===== config.mk =====
export PLATFORM = sky130hd
export DESIGN_NAME = acr_top
export DESIGN_NICKNAME = d
export VERILOG_FILES = /design/src/acr_pkg.sv /design/src/acr_top.sv /design/src/acr_cts_meas.sv /design/src/acr_pixrep.sv
export SDC_FILE = /design/constraint.sdc
export NUM_CORES = 1
export LEC_CHECK = 0
export ABC_CLOCK_PERIOD_IN_PS = 7300
export BUFFER_PORTS_ARGS = -buffer_cell sky130_fd_sc_hd__buf_2
export CORE_MARGIN = 10
export CORE_UTILIZATION = 40
export DETAILED_ROUTE_END_ITERATION = 12
export SLEW_MARGIN = 10
export SYNTH_ARGS = -nofsm -noshare
export SYNTH_HDL_FRONTEND = slang
export SYNTH_HIERARCHICAL = 1
export SYNTH_SLANG_ARGS = --single-unit

===== constraint.sdc =====
create_clock -name hclk -period 7.3 [get_ports hclk]
set_input_delay 1.095 -clock hclk [delete_from_list [all_inputs] [get_ports hclk]]
set_output_delay 1.095 -clock hclk [all_outputs]
set_load 0.01 [all_outputs]

===== src/acr_pkg.sv =====
/*
 * Shared constants and carriers for the audio clock regeneration and
 * pixel repetition block: register indices, field positions, reset
 * values, sample-rate and repetition encodings.
 * Assumes a 32-bit AHB-Lite register bus, one word per register index.
 */
package acr_pkg;

    localparam int ACR_NW = 20;

    // register indices; byte address = 4 * index
    localparam logic [7:0] ACR_IDX_REV      = 8'h00;
    localparam logic [7:0] ACR_IDX_N_HI     = 8'h01;
    localparam logic [7:0] ACR_IDX_N_MD     = 8'h02;
    localparam logic [7:0] ACR_IDX_N_LO     = 8'h03;
    localparam logic [7:0] ACR_IDX_CTSI_HI  = 8'h04;
    localparam logic [7:0] ACR_IDX_CTSI_MD  = 8'h05;
    localparam logic [7:0] ACR_IDX_CTSI_LO  = 8'h06;
    localparam logic [7:0] ACR_IDX_CTSE_HI  = 8'h07;
    localparam logic [7:0] ACR_IDX_CTSE_MD  = 8'h08;
    localparam logic [7:0] ACR_IDX_CTSE_LO  = 8'h09;
    localparam logic [7:0] ACR_IDX_CTRL     = 8'h0A;
    localparam logic [7:0] ACR_IDX_AFS      = 8'h15;
    localparam logic [7:0] ACR_IDX_REP_CTRL = 8'h3B;
    localparam logic [7:0] ACR_IDX_VIC      = 8'h3C;
    localparam logic [7:0] ACR_IDX_REP_STAT = 8'h3D;

    // field positions
    localparam int ACR_CTRL_SEL_BIT  = 7;
    localparam int ACR_CTRL_AVG_LSB  = 5;
    localparam int ACR_AFS_RATE_LSB  = 4;
    localparam int ACR_REP_MODE_LSB  = 5;
    localparam int ACR_REP_MAN_LSB   = 3;
    localparam int ACR_REP_STAT_LSB  = 6;

    // reset values
    localparam logic [1:0]  ACR_AVG_RST  = 2'h2;
    localparam logic [19:0] ACR_N_RST    = 20'h0_0000;
    localparam logic [19:0] ACR_CTS_RST  = 20'h0_0000;
    localparam logic [3:0]  ACR_RATE_RST = 4'h0;
    localparam logic [6:0]  ACR_VIC_RST  = 7'h00;

    // averaging encodings
    localparam logic [1:0] ACR_AVG_NONE = 2'h0;
    localparam logic [1:0] ACR_AVG_4    = 2'h1;
    localparam logic [1:0] ACR_AVG_8    = 2'h2;
    localparam logic [1:0] ACR_AVG_16   = 2'h3;

    // audio sample rate codes
    localparam logic [3:0] ACR_FS_32K   = 4'h3;
    localparam logic [3:0] ACR_FS_44K1  = 4'h0;
    localparam logic [3:0] ACR_FS_48K   = 4'h2;
    localparam logic [3:0] ACR_FS_88K2  = 4'h8;
    localparam logic [3:0] ACR_FS_96K   = 4'hA;
    localparam logic [3:0] ACR_FS_176K4 = 4'hC;
    localparam logic [3:0] ACR_FS_192K  = 4'hE;

    // repetition mode and factor encodings
    localparam logic [1:0] ACR_REP_AUTO = 2'h0;
    localparam logic [1:0] ACR_REP_MAX  = 2'h1;
    localparam logic [1:0] ACR_REP_X1   = 2'h0;
    localparam logic [1:0] ACR_REP_X2   = 2'h1;
    localparam logic [1:0] ACR_REP_X4   = 2'h2;

    typedef struct packed {
        logic [1:0] mode;
        logic [1:0] manual;
        logic [6:0] vic;
        logic [3:0] rate;
    } acr_rep_cfg_t;

    typedef struct packed {
        logic [19:0] n;
        logic [19:0] cts;
        logic        stb;
    } acr_out_t;

endpackage : acr_pkg


===== src/acr_top.sv =====
/*
 * Audio clock regeneration and pixel repetition control: AHB-Lite
 * register slave, N and CTS registers, CTS source mux, measurement and
 * repetition selection.
 * Assumes the link clock and audio reference pins toggle well below
 * half of hclk; both are sampled as levels.
 */
// The implementer's own choices: the AHB-Lite interface to the registers and the placing of the registers.
`timescale 1ns/1ps
`default_nettype none
// Summary of operation
// - average CTS equals link clock times N over 128*fs.
// - non-integer CTS alternates between neighbouring integers.
// - select bit set sends the programmed external CTS.
// - select bit clear sends measured CTS, readable in status registers.
// - two-bit field selects averaging of the measured CTS.
// - averaging 00 none, 01 four, 10 eight, 11 sixteen; reset 10.
// - CTS counts link clocks per N reference periods.
// - repetition doubles or quadruples link clock when required.
// - mode field 00 auto, 01 max, 1x manual.
// - auto derives factor from format and sample rate; factor readable.
// - manual applies the host-written factor.
// - max uses largest factor allowed for format.
// - double-width interlaced and 240p/288p formats repeat twice.
// - 2880-wide up to max, 1440p formats one or two times.
// - sample rate codes 3,0,2,8,A,C,E for 32 to 192 kHz.
module acr_top
    import acr_pkg::*;
#(
    parameter logic [7:0] REV_ID = 8'h5A // arbitrary value
) (
    input  wire logic        hclk,
    input  wire logic        hresetn,
    input  wire logic        hsel,
    input  wire logic [31:0] haddr,
    input  wire logic [1:0]  htrans,
    input  wire logic        hwrite,
    input  wire logic [2:0]  hsize,
    input  wire logic [31:0] hwdata,
    input  wire logic        hready,
    output logic             hreadyout,
    output logic      [31:0] hrdata,
    output logic             hresp,
    input  wire logic        tmds_clk_pin,
    input  wire logic        aref_pin,
    output var acr_out_t     acr_out,
    output logic      [1:0]  rep_fac
);

    typedef struct packed {
        logic [2:0]  tmds_sync;
        logic [2:0]  aref_sync;
        logic        wr_pend;
        logic [7:0]  wr_idx;
        logic [31:0] rdata;
        logic [19:0] n;
        logic [19:0] cts_ext;
        logic        cts_sel;
        logic [1:0]  avg;
        logic [3:0]  rate;
        logic [6:0]  vic;
        logic [1:0]  rep_mode;
        logic [1:0]  rep_man;
        logic [15:0] shadow;
        acr_out_t    out;
    } acr_top_st_t;

    acr_top_st_t st_r;
    acr_top_st_t st_nxt;

    logic         tmds_tick;
    logic         aref_tick;
    logic [19:0]  cts_int;
    logic         cts_upd;
    logic         req;
    logic [7:0]   idx;
    logic [7:0]   wb;
    logic [31:0]  rd_word;
    acr_rep_cfg_t rep_cfg;

    assign tmds_tick = st_r.tmds_sync[1] & ~st_r.tmds_sync[2];
    assign aref_tick = st_r.aref_sync[1] & ~st_r.aref_sync[2];

    assign rep_cfg.mode   = st_r.rep_mode;
    assign rep_cfg.manual = st_r.rep_man;
    assign rep_cfg.vic    = st_r.vic;
    assign rep_cfg.rate   = st_r.rate;

    acr_cts_meas #(
        .NW (ACR_NW)
    ) u_meas (
        .hclk      (hclk),
        .hresetn   (hresetn),
        .tmds_tick (tmds_tick),
        .aref_tick (aref_tick),
        .n_val     (st_r.n),
        .avg_mode  (st_r.avg),
        .cts_int   (cts_int),
        .cts_upd   (cts_upd)
    );

    acr_pixrep u_rep (
        .hclk    (hclk),
        .hresetn (hresetn),
        .cfg     (rep_cfg),
        .rep_fac (rep_fac)
    );

    assign req = hsel & htrans[1];
    assign idx = haddr[9:2];
    assign wb  = hwdata[7:0];

    // read mux, taken in the address phase
    always_comb begin
        rd_word = 32'h0000_0000;
        case (idx)
            ACR_IDX_REV:     rd_word[7:0] = REV_ID;
            ACR_IDX_N_HI:    rd_word[3:0] = st_r.n[19:16];
            ACR_IDX_N_MD:    rd_word[7:0] = st_r.n[15:8];
            ACR_IDX_N_LO:    rd_word[7:0] = st_r.n[7:0];
            ACR_IDX_CTSI_HI: begin
                rd_word[7:4] = st_r.rate;
                rd_word[3:0] = cts_int[19:16];
            end
            ACR_IDX_CTSI_MD: rd_word[7:0] = st_r.shadow[15:8];
            ACR_IDX_CTSI_LO: rd_word[7:0] = st_r.shadow[7:0];
            ACR_IDX_CTSE_HI: rd_word[3:0] = st_r.cts_ext[19:16];
            ACR_IDX_CTSE_MD: rd_word[7:0] = st_r.cts_ext[15:8];
            ACR_IDX_CTSE_LO: rd_word[7:0] = st_r.cts_ext[7:0];
            ACR_IDX_CTRL: begin
                rd_word[ACR_CTRL_SEL_BIT] = st_r.cts_sel;
                rd_word[ACR_CTRL_AVG_LSB +: 2] = st_r.avg;
            end
            ACR_IDX_AFS: rd_word[ACR_AFS_RATE_LSB +: 4] = st_r.rate;
            ACR_IDX_REP_CTRL: begin
                rd_word[ACR_REP_MODE_LSB +: 2] = st_r.rep_mode;
                rd_word[ACR_REP_MAN_LSB +: 2]  = st_r.rep_man;
            end
            ACR_IDX_VIC:      rd_word[6:0] = st_r.vic;
            ACR_IDX_REP_STAT: rd_word[ACR_REP_STAT_LSB +: 2] = rep_fac;
            default:          rd_word = 32'h0000_0000;
        endcase
    end

    always_comb begin
        st_nxt = st_r;
        st_nxt.tmds_sync = {st_r.tmds_sync[1:0], tmds_clk_pin};
        st_nxt.aref_sync = {st_r.aref_sync[1:0], aref_pin};

        // write data phase; lands once, a stall clears the pending flag
        if (st_r.wr_pend) begin
            case (st_r.wr_idx)
                ACR_IDX_N_HI:    st_nxt.n[19:16] = wb[3:0];
                ACR_IDX_N_MD:    st_nxt.n[15:8]  = wb;
                ACR_IDX_N_LO:    st_nxt.n[7:0]   = wb;
                ACR_IDX_CTSE_HI: st_nxt.cts_ext[19:16] = wb[3:0];
                ACR_IDX_CTSE_MD: st_nxt.cts_ext[15:8]  = wb;
                ACR_IDX_CTSE_LO: st_nxt.cts_ext[7:0]   = wb;
                ACR_IDX_CTRL: begin
                    st_nxt.cts_sel = wb[ACR_CTRL_SEL_BIT];
                    st_nxt.avg = wb[ACR_CTRL_AVG_LSB +: 2];
                end
                ACR_IDX_AFS: st_nxt.rate = wb[ACR_AFS_RATE_LSB +: 4];
                ACR_IDX_REP_CTRL: begin
                    st_nxt.rep_mode = wb[ACR_REP_MODE_LSB +: 2];
                    st_nxt.rep_man  = wb[ACR_REP_MAN_LSB +: 2];
                end
                ACR_IDX_VIC: st_nxt.vic = wb[6:0];
                default: st_nxt.vic = st_r.vic;
            endcase
        end

        // address phase capture
        if (hready) begin
            st_nxt.wr_pend = req & hwrite & (hsize == 3'h2);
            st_nxt.wr_idx  = idx;
            if (req && !hwrite) begin
                st_nxt.rdata = rd_word;
                if (idx == ACR_IDX_CTSI_HI) begin
                    st_nxt.shadow = cts_int[15:0];
                end
            end
        end else begin
            // stalled read: the pending write lands now, stall ends
            st_nxt.wr_pend = 1'b0;
        end

        // link-side values
        st_nxt.out.n   = st_r.n;
        st_nxt.out.cts = st_r.cts_sel ? st_r.cts_ext : cts_int;
        st_nxt.out.stb = cts_upd;
    end

    always_ff @(posedge hclk or negedge hresetn) begin
        if (!hresetn) begin
            st_r         <= '0;
            st_r.n       <= ACR_N_RST;
            st_r.cts_ext <= ACR_CTS_RST;
            st_r.avg     <= ACR_AVG_RST;
            st_r.rate    <= ACR_RATE_RST;
            st_r.vic     <= ACR_VIC_RST;
        end else begin
            st_r <= st_nxt;
        end
    end

    // a read right behind a write waits one cycle for the write
    assign hreadyout = ~(st_r.wr_pend & req & ~hwrite);
    assign hrdata    = st_r.rdata;
    assign hresp     = 1'b0;
    assign acr_out   = st_r.out;

endmodule : acr_top
`default_nettype wire


===== src/acr_cts_meas.sv =====
/*
 * CTS measurement: counts link-clock ticks over N reference ticks and
 * optionally averages 4, 8 or 16 intervals, carrying the remainder.
 * Assumes both tick inputs are one-cycle pulses already synchronised.
 */
`timescale 1ns/1ps
`default_nettype none
module acr_cts_meas
    import acr_pkg::*;
#(
    parameter int NW = ACR_NW
) (
    input  wire logic          hclk,
    input  wire logic          hresetn,
    input  wire logic          tmds_tick,
    input  wire logic          aref_tick,
    input  wire logic [NW-1:0] n_val,
    input  wire logic [1:0]    avg_mode,
    output logic      [NW-1:0] cts_int,
    output logic               cts_upd
);

    typedef struct packed {
        logic [NW-1:0] div;
        logic [NW-1:0] cnt;
        logic [NW+4:0] acc;
        logic [3:0]    nsmp;
        logic [1:0]    mode;
        logic [NW-1:0] cts;
        logic          upd;
    } acr_meas_st_t;

    acr_meas_st_t st_r;
    acr_meas_st_t st_nxt;

    logic [NW-1:0] cnt_inc;
    logic [NW+4:0] sum;
    logic [3:0]    last;
    logic [2:0]    shift;
    logic          restart;
    logic [NW+4:0] acc_in;
    logic [3:0]    nsmp_in;

    always_comb begin
        st_nxt       = st_r;
        st_nxt.upd   = 1'b0;
        cnt_inc      = st_r.cnt + NW'(tmds_tick);
        st_nxt.cnt   = cnt_inc;
        // averaging window restarts on a mode change; ticks still count
        restart      = avg_mode != st_r.mode;
        acc_in       = restart ? '0 : st_r.acc;
        nsmp_in      = restart ? 4'h0 : st_r.nsmp;
        sum          = acc_in + (NW+5)'(cnt_inc);
        case (avg_mode)
            ACR_AVG_4: begin
                last  = 4'h3;
                shift = 3'd2;
            end
            ACR_AVG_8: begin
                last  = 4'h7;
                shift = 3'd3;
            end
            default: begin
                last  = 4'hF;
                shift = 3'd4;
            end
        endcase
        st_nxt.mode = avg_mode;
        st_nxt.acc  = acc_in;
        st_nxt.nsmp = nsmp_in;
        if (aref_tick && n_val != '0) begin
            if (st_r.div >= n_val - NW'(1)) begin
                st_nxt.div = '0;
                st_nxt.cnt = '0;
                if (avg_mode == ACR_AVG_NONE) begin
                    st_nxt.cts = cnt_inc;
                    st_nxt.upd = 1'b1;
                end else if (nsmp_in == last) begin
                    // remainder kept: output alternates on fractions
                    st_nxt.cts  = NW'(sum >> shift);
                    st_nxt.acc  = sum & ((NW+5)'(1) << shift) - 1'b1;
                    st_nxt.nsmp = '0;
                    st_nxt.upd  = 1'b1;
                end else begin
                    st_nxt.acc  = sum;
                    st_nxt.nsmp = nsmp_in + 4'h1;
                end
            end else begin
                st_nxt.div = st_r.div + NW'(1);
            end
        end
    end

    always_ff @(posedge hclk or negedge hresetn) begin
        if (!hresetn) begin
            st_r      <= '0;
            st_r.mode <= ACR_AVG_RST;
        end else begin
            st_r <= st_nxt;
        end
    end

    assign cts_int = st_r.cts;
    assign cts_upd = st_r.upd;

endmodule : acr_cts_meas
`default_nettype wire


===== src/acr_pixrep.sv =====
/*
 * Pixel repetition factor selection in auto, max or manual mode from
 * the video format code and audio sample rate code.
 * Assumes configuration comes from registers on the same clock.
 */
`timescale 1ns/1ps
`default_nettype none
module acr_pixrep
    import acr_pkg::*;
(
    input  wire logic         hclk,
    input  wire logic         hresetn,
    input  wire acr_rep_cfg_t cfg,
    output logic [1:0]        rep_fac
);

    typedef struct packed {
        logic [1:0] fac;
    } acr_rep_st_t;

    acr_rep_st_t st_r;
    acr_rep_st_t st_nxt;

    logic dbl;
    logic wide;
    logic p1440;
    logic hi_fs;
    logic top_fs;
    logic [1:0] max_fac;
    logic [1:0] auto_fac;

    always_comb begin
        // format classes
        dbl   = (cfg.vic >= 7'd6 && cfg.vic <= 7'd9) ||
                (cfg.vic >= 7'd21 && cfg.vic <= 7'd24);
        wide  = (cfg.vic >= 7'd10 && cfg.vic <= 7'd13) ||
                (cfg.vic >= 7'd25 && cfg.vic <= 7'd28);
        p1440 = cfg.vic == 7'd14 || cfg.vic == 7'd15 ||
                cfg.vic == 7'd29 || cfg.vic == 7'd30;
        top_fs = cfg.rate == ACR_FS_176K4 || cfg.rate == ACR_FS_192K;
        hi_fs  = top_fs || cfg.rate == ACR_FS_88K2 ||
                 cfg.rate == ACR_FS_96K;
        if (wide) begin
            max_fac = ACR_REP_X4;
        end else if (dbl || p1440) begin
            max_fac = ACR_REP_X2;
        end else begin
            max_fac = ACR_REP_X1;
        end
        // higher rates need more blanking bandwidth
        if (dbl) begin
            auto_fac = ACR_REP_X2;
        end else if (wide) begin
            auto_fac = top_fs ? ACR_REP_X4 :
                       (hi_fs ? ACR_REP_X2 : ACR_REP_X1);
        end else if (p1440) begin
            auto_fac = hi_fs ? ACR_REP_X2 : ACR_REP_X1;
        end else begin
            auto_fac = ACR_REP_X1;
        end
        st_nxt = st_r;
        if (cfg.mode[1]) begin
            st_nxt.fac = cfg.manual;
        end else if (cfg.mode == ACR_REP_MAX) begin
            st_nxt.fac = max_fac;
        end else begin
            st_nxt.fac = auto_fac;
        end
    end

    always_ff @(posedge hclk or negedge hresetn) begin
        if (!hresetn) begin
            st_r <= '0;
        end else begin
            st_r <= st_nxt;
        end
    end

    assign rep_fac = st_r.fac;

endmodule : acr_pixrep
`default_nettype wire


Word level (Yosys, flattened, before mapping)
Index checks and enable logic that the tools add are counted.
- add/sub/neg operators: 6
- magnitude comparators: 9
- equal/unequal tests: 38
- shift operators: 2
- muxes and demuxes: 30
- bitwise logic cells: 12
- reductions and logical operators: 34
- operator list (cell ; number):
    $mux 49 ; 2
    $mux 29 ; 2
    $eq 8x4->1 const B ; 6
    $mux 21 ; 2
    $eq 8x3->1 const B ; 5
    $eq 8x6->1 const B ; 5
    $mux 20 ; 2
    $pmux 3 s11 ; 1
    $eq 8x2->1 const B ; 4
    $add 25x20->25 ; 1
    $and 25x25->25 ; 1
    $mux 25 ; 1
    $shl 1x3->25 const A ; 1
    $shr 25x3->20 ; 1
    $sub 25x1->25 const B ; 1
    $pmux 1 s12 ; 2
    $reduce_and 2->1 ; 11
    $add 20x1->20 ; 1
    $add 20x1->20 const B ; 1
    $ge 20x20->1 ; 1
    $pmux 1 s10 ; 2
    $reduce_bool 20->1 ; 1
    $sub 20x1->20 const B ; 1
    $eq 4x4->1 const B ; 4
    other kinds (31) ; 72
- register bits after elaboration: 232
- bits of input ports: 76
- output and inout bits: 77
- word-level logic and storage cells: 160

Longest topological paths before layout
- depth in word-level cells: 10
- depth in mapped cells: 19
- depth with buffers taken out: 18

Cells and area by module
Netlist, hierarchy kept.
- by module, submodules not included (module ; times used ; cells an instance ; area an instance (µm²) ; sequential area each (µm²)):
    acr_cts_meas ; 1 ; 829 ; 7358.3 ; 2303.5
    acr_top ; 1 ; 509 ; 6413.7 ; 3454.6
    acr_pixrep ; 1 ; 22 ; 197.7 ; 50.0

Worst setup path before layout
No wires, ideal clock.
- path type: reg-to-reg
- from: register st_r[73] (netlist name)
- to: register u_meas.st_r, in the netlist u_meas/cts_int[19]
- setup time: 0.120 ns
- data arrival time: 3.908 ns
- data required time: 7.180 ns
- setup slack: 3.271 ns
- stages on the path, launching flop included: 16
- path buffers: 2
- clock period less this slack: 4.029 ns
- cell sequence: dfstp_2 xnor2_1 buf_6 clkbuf_1 and3_1 ha_1 a21o_1 a31o_2 maj3_1 o311ai_1 o211ai_2 a31oi_1 o41ai_4 xnor2_1 o211ai_1 o211a_1
- word-level cells in the longest chain between the ends: 6
- elaborated cells on any way between the ends: 15
- classes of those cells: add/sub (1); eq/ne (4); shift (1); mux (6); reduce/logical (3)
- RTL lines (element ; line ; RTL):
    from (decl) ; acr_top.sv:68 ; acr_top_st_t st_r;
    from (signal assigned) ; acr_top.sv:203 ; st_r <= st_nxt;
    $ne 2x2->1 ; acr_cts_meas.sv:50 ; restart = avg_mode != st_r.mode;
    $mux 25 ; acr_cts_meas.sv:51 ; acc_in = restart ? '0 : st_r.acc;
    $add 25x20->25 ; acr_cts_meas.sv:53 ; sum = acc_in + (NW+5)'(cnt_inc);
    $shr 25x3->20 ; acr_cts_meas.sv:80 ; st_nxt.cts = NW'(sum >> shift);
    $mux 21 ; acr_cts_meas.sv:78 ; end else if (nsmp_in == last) begin
    $mux 21 ; acr_cts_meas.sv:75 ; if (avg_mode == ACR_AVG_NONE) begin
    to (signal assigned) ; acr_cts_meas.sv:99 ; st_r <= st_nxt;
    to (decl) ; acr_cts_meas.sv:33 ; acr_meas_st_t st_r;
Parallel ways exist; a longest one is shown, timed or not. The select of a mux whose other input is x is not followed.
A chain may end at the register's enable or synchronous reset.

Worst setup path in the final report
- from: register st_r, in the netlist st_nxt[34]
- to: register u_meas.st_r, in the netlist u_meas/cts_int[14]
- word-level cells in the longest chain between the ends: 3
- elaborated cells on any way between the ends: 5
- classes of those cells: add/sub (1); order compare (1); reduce/logical (3)
- RTL lines (element ; line):
    $sub 20x1->20 / $reduce_bool 20->1 (equally long branches) ; acr_cts_meas.sv:72, acr_cts_meas.sv:71
    $ge 20x20->1 / $logic_and 1x1->1 (equally long branches) ; acr_cts_meas.sv:72, acr_cts_meas.sv:71
    $reduce_and 3->1 (no source line) * ; -
Mark *: on every way between the ends. The rest lies on a longest branch, timed or not.

==> impl_results.md <==
* Routed Antenna Nets at 0
* FFs w/ async S/R, synth at 100%
* Area contributors post-synth: dfrtp_1, mux2_2, buf_4, ha_1, xnor2_1
* CP required at 7750 ps
* Crit. Startpoint: st_nxt[34]
* DR vias/cell at 5.64
* Multi-input gate area at roughly 0.007 mm2
* Filler Cell Count at 3,322
* Seq pwr share at 44.2%
* Register area at approximately 0.0058 mm2
* Fmax at ~190 MHz
* Number of flops mapped to enable cells by yosys at 0
* Die Span Y at 207 um
* # resized after CTS at 0
* Most common cell in the netlist: dfrtp_1
* Final WL at 38,100 um
* CTS max path bufs at 3
* Final core utilization at 43.7%
* List of most frequent post-synthesis cells: dfrtp_1, mux2_2, buf_4, nand2_1, nor2_1
* Clock Pin Slew Worst Setup and Hold Paths at approximately 60 ps
* M1 wire length at 16,800 um
* CP Class: flip-flop to flip-flop
* Mapped Cells at 1,360
* Yosys top cell area share at 41.2%
* Leak pwr at 7.19 nW
* VDD IR max at roughly 0.17 mV
* Leading area contributor after synthesis: dfrtp_1
* Rows at 68
* Synth cell types at around 100
* Internal power at 2.34 mW
* Highest Signal Layer: met4
* Detailed Routing Iterations Pass 1 at 5
* Worst hold path type: flip-flop to flip-flop
* Area of the mapped netlist at 0.0140 mm2
* Number of antenna violations at the first check in global routing at 0
* CTS sink count at 232
* Via Count at 10,339
* Core area at 0.0345 mm2
* Tmin final at 5230 ps
* CP Buf/Inv Count at 0
* Initial drt markers at 879
* CP top delay family: simple AND/OR/NAND/NOR gates
* Clock share of power at 45.8%
* Critical Path AT at around 5700 ps
* H-tree Lvls at 1
* Area grow syn2layout at 8.18%
* Startpoint types: flip-flop
* CP Cell Sequence: or4_1, or4_1, nor3_1, xnor2_1, ha_1, nand4_1, nor3_1, a21oi_1, o211ai_1, a311o_1, and2_1, nand2_1, nor2_1, o2111ai_1, and2_1
* Crit. End Element: flip-flop
* Pin count of the biggest net entering global routing at 86
* R2R Path Start: st_nxt[34]
* Top Ports at 153
* Max stage delay on crit path at 720 ps
* RSZ-0062 raised after global routing: no
* Power Density at 208 mW/mm2
* Share of layout cells above drive strength 1 at 21.8%
* Initial core utilization at between 40% and 50%
* Combinational share of power at between 10% and 20%
* Fin Clk Skew at 40.4 ps
* WL met3 at 2630 um
* Slew Limit Fails at 0
* First-pass GRT wire length at 58,900 um
* Sw Ratio at 25.7%
* IO Port Bufs at 78
* Sequential-to-total area share from yosys stat at 41.6%
* Ys flop type: dfrtp_1
* CTS Root Buffer Type: clkbuf_16
* Mean routed wirelength per cell at approximately 21 um
* Hold Crit Start: st_nxt[160]
* Headroom to the max-slew limit at 28.5%
* Slowest CP cell: and2_1
* Num CTS Buffers at 27
* Die W at between 200 and 250 um
* GRT Total Usage at 17.4%
* Wire length on met2 at approximately 18,000 um
* CP Max Fanout at 20
* GPL Wtd Cong at 0.909
* Worst-Margin Slew at ~1100 ps
* Synth Register Bits at 232
* Hold Buf Count CTS at 0
* Status: finished clean
* NetSw at 810 uW
* GRT overflow at 0
* Die ar. at roughly 0.043 mm2
* Vias in the first global route at 10,100
* Avg Synthesized Cell Area at between 10 and 15 um2
* Diodes inserted at 0
* Yosys warnings at 6
* Setup Buffers After CTS at 0
* Final Hold Fails at 0
* Post-route clock period utilization at 71.6%
* # DRC at 0
* DP HPWL at 27,700 um
* Post-route setup TNS at 0 ps
* Setup Viol. Count Final at 0
* Clock latency on the worst-skew pair at ~550 ps
* Clock tree from TritonCTS: built
* Final #Nets at 1,485
* Maxcap violations at 0
worst paths after layout:
| path | to | slack, ps | depth (start not counted) |
|---|---|---|---|
| max | u_meas/cts_int[14] | 2070 | 15 |
| min | st_nxt[161] | 350 | 0 |
| max reg2reg | u_meas/cts_int[14] | 2070 | 15 |
| min reg2reg | st_nxt[161] | 350 | 0 |
| max in group asynchronous | u_meas/st_r[36] | 5180 | 2 |
| min in group asynchronous | u_meas/st_r[86] | 570 | 1 |
power by group through the flow:
stage,registers [mW],logic [mW],clock network [mW]
2_1_floorplan,1.40,0.226,0
3_3_place_gp,1.41,0.308,0
3_5_place_dp,1.41,0.315,0
4_1_cts,1.39,0.316,1.48
5_1_grt,1.40,0.353,1.53
6_report,1.39,0.315,1.44
cells in the final DEF (no fill, tap or decap), types with 11 or more instances in the layout:
| cell type | n |
|---|---|
| a21o_1 | 20 |
| a21oi_1 | 45 |
| a22oi_1 | 11 |
| a31oi_1 | 16 |
| and2_1 | 16 |
| and3_1 | 33 |
| buf_2 | 77 |
| buf_4 | 14 |
| clkbuf_16 | 27 |
| conb_1 | 26 |
| dfrtp_1 | 230 |
| ha_1 | 50 |
| inv_1 | 31 |
| mux2_2 | 107 |
| mux2i_1 | 17 |
| nand2_1 | 94 |
| nand3_1 | 52 |
| nand4_1 | 16 |
| nor2_1 | 87 |
| nor3_1 | 29 |
| nor4_1 | 13 |
| o21ai_0 | 43 |
| o22ai_1 | 17 |
| xnor2_1 | 47 |
| xor2_1 | 34 |
through the flow:
| step | hold slack (ps) | instances | worst slack [ps] | power [mW] | area (um2) |
|---|---|---|---|---|---|
| final | 346 | 1832 | 2070 | 3.15 | 15100 |
| after global routing | 351 | 1832 | 1640 | 3.28 | 15100 |
| after CTS | 350 | 1832 | 2120 | 3.18 | 15100 |
| after detailed placement | 336 | 1784 | 2100 | 1.73 | 14200 |
| after global placement | 337 | 1784 | 2140 | 1.72 | 14200 |
| after floorplan | 331 | 1384 | 3270 | 1.62 | 14100 |
cells by family after synthesis:
family	share of synthesized area, %
AO/OA/AOI/OAI	13.4
AND/OR/NAND/NOR	15.5
buffers and inverters	7.83
flip-flops	41.6
multiplexers	11.3
XOR/XNOR	5.53
adder cells (fa/ha/maj)	4.76
other	0.0538
layer usage:
metal | global-route usage (%) | vias up
met1 | 23.3 | 5135
met5 | 0 | -
met4 | 4.55 | 0
li1 | - | 4819
met2 | 28.5 | 325
met3 | 2.90 | 60
area by class of cell:
type	count	area share, %
well taps	455	3.77
inverters	33	0.820
clock inverters	12	1.31
flip-flops and latches	232	38.4
multi-input cells	972	47.4
repair buffers	92	3.34
clock buffers	36	4.96
state kept, by name (all words and copies together) (netlist names):
signal and cells:
st_nxt 24, rep_cfg 15, u_meas/st_r 71, u_rep/rep_fac 2, st_r 50, u_meas/cts_int 20, hrdata 8, u_meas/cts_upd 1
acr_out 41
Power figures use the tool's default switching activity.
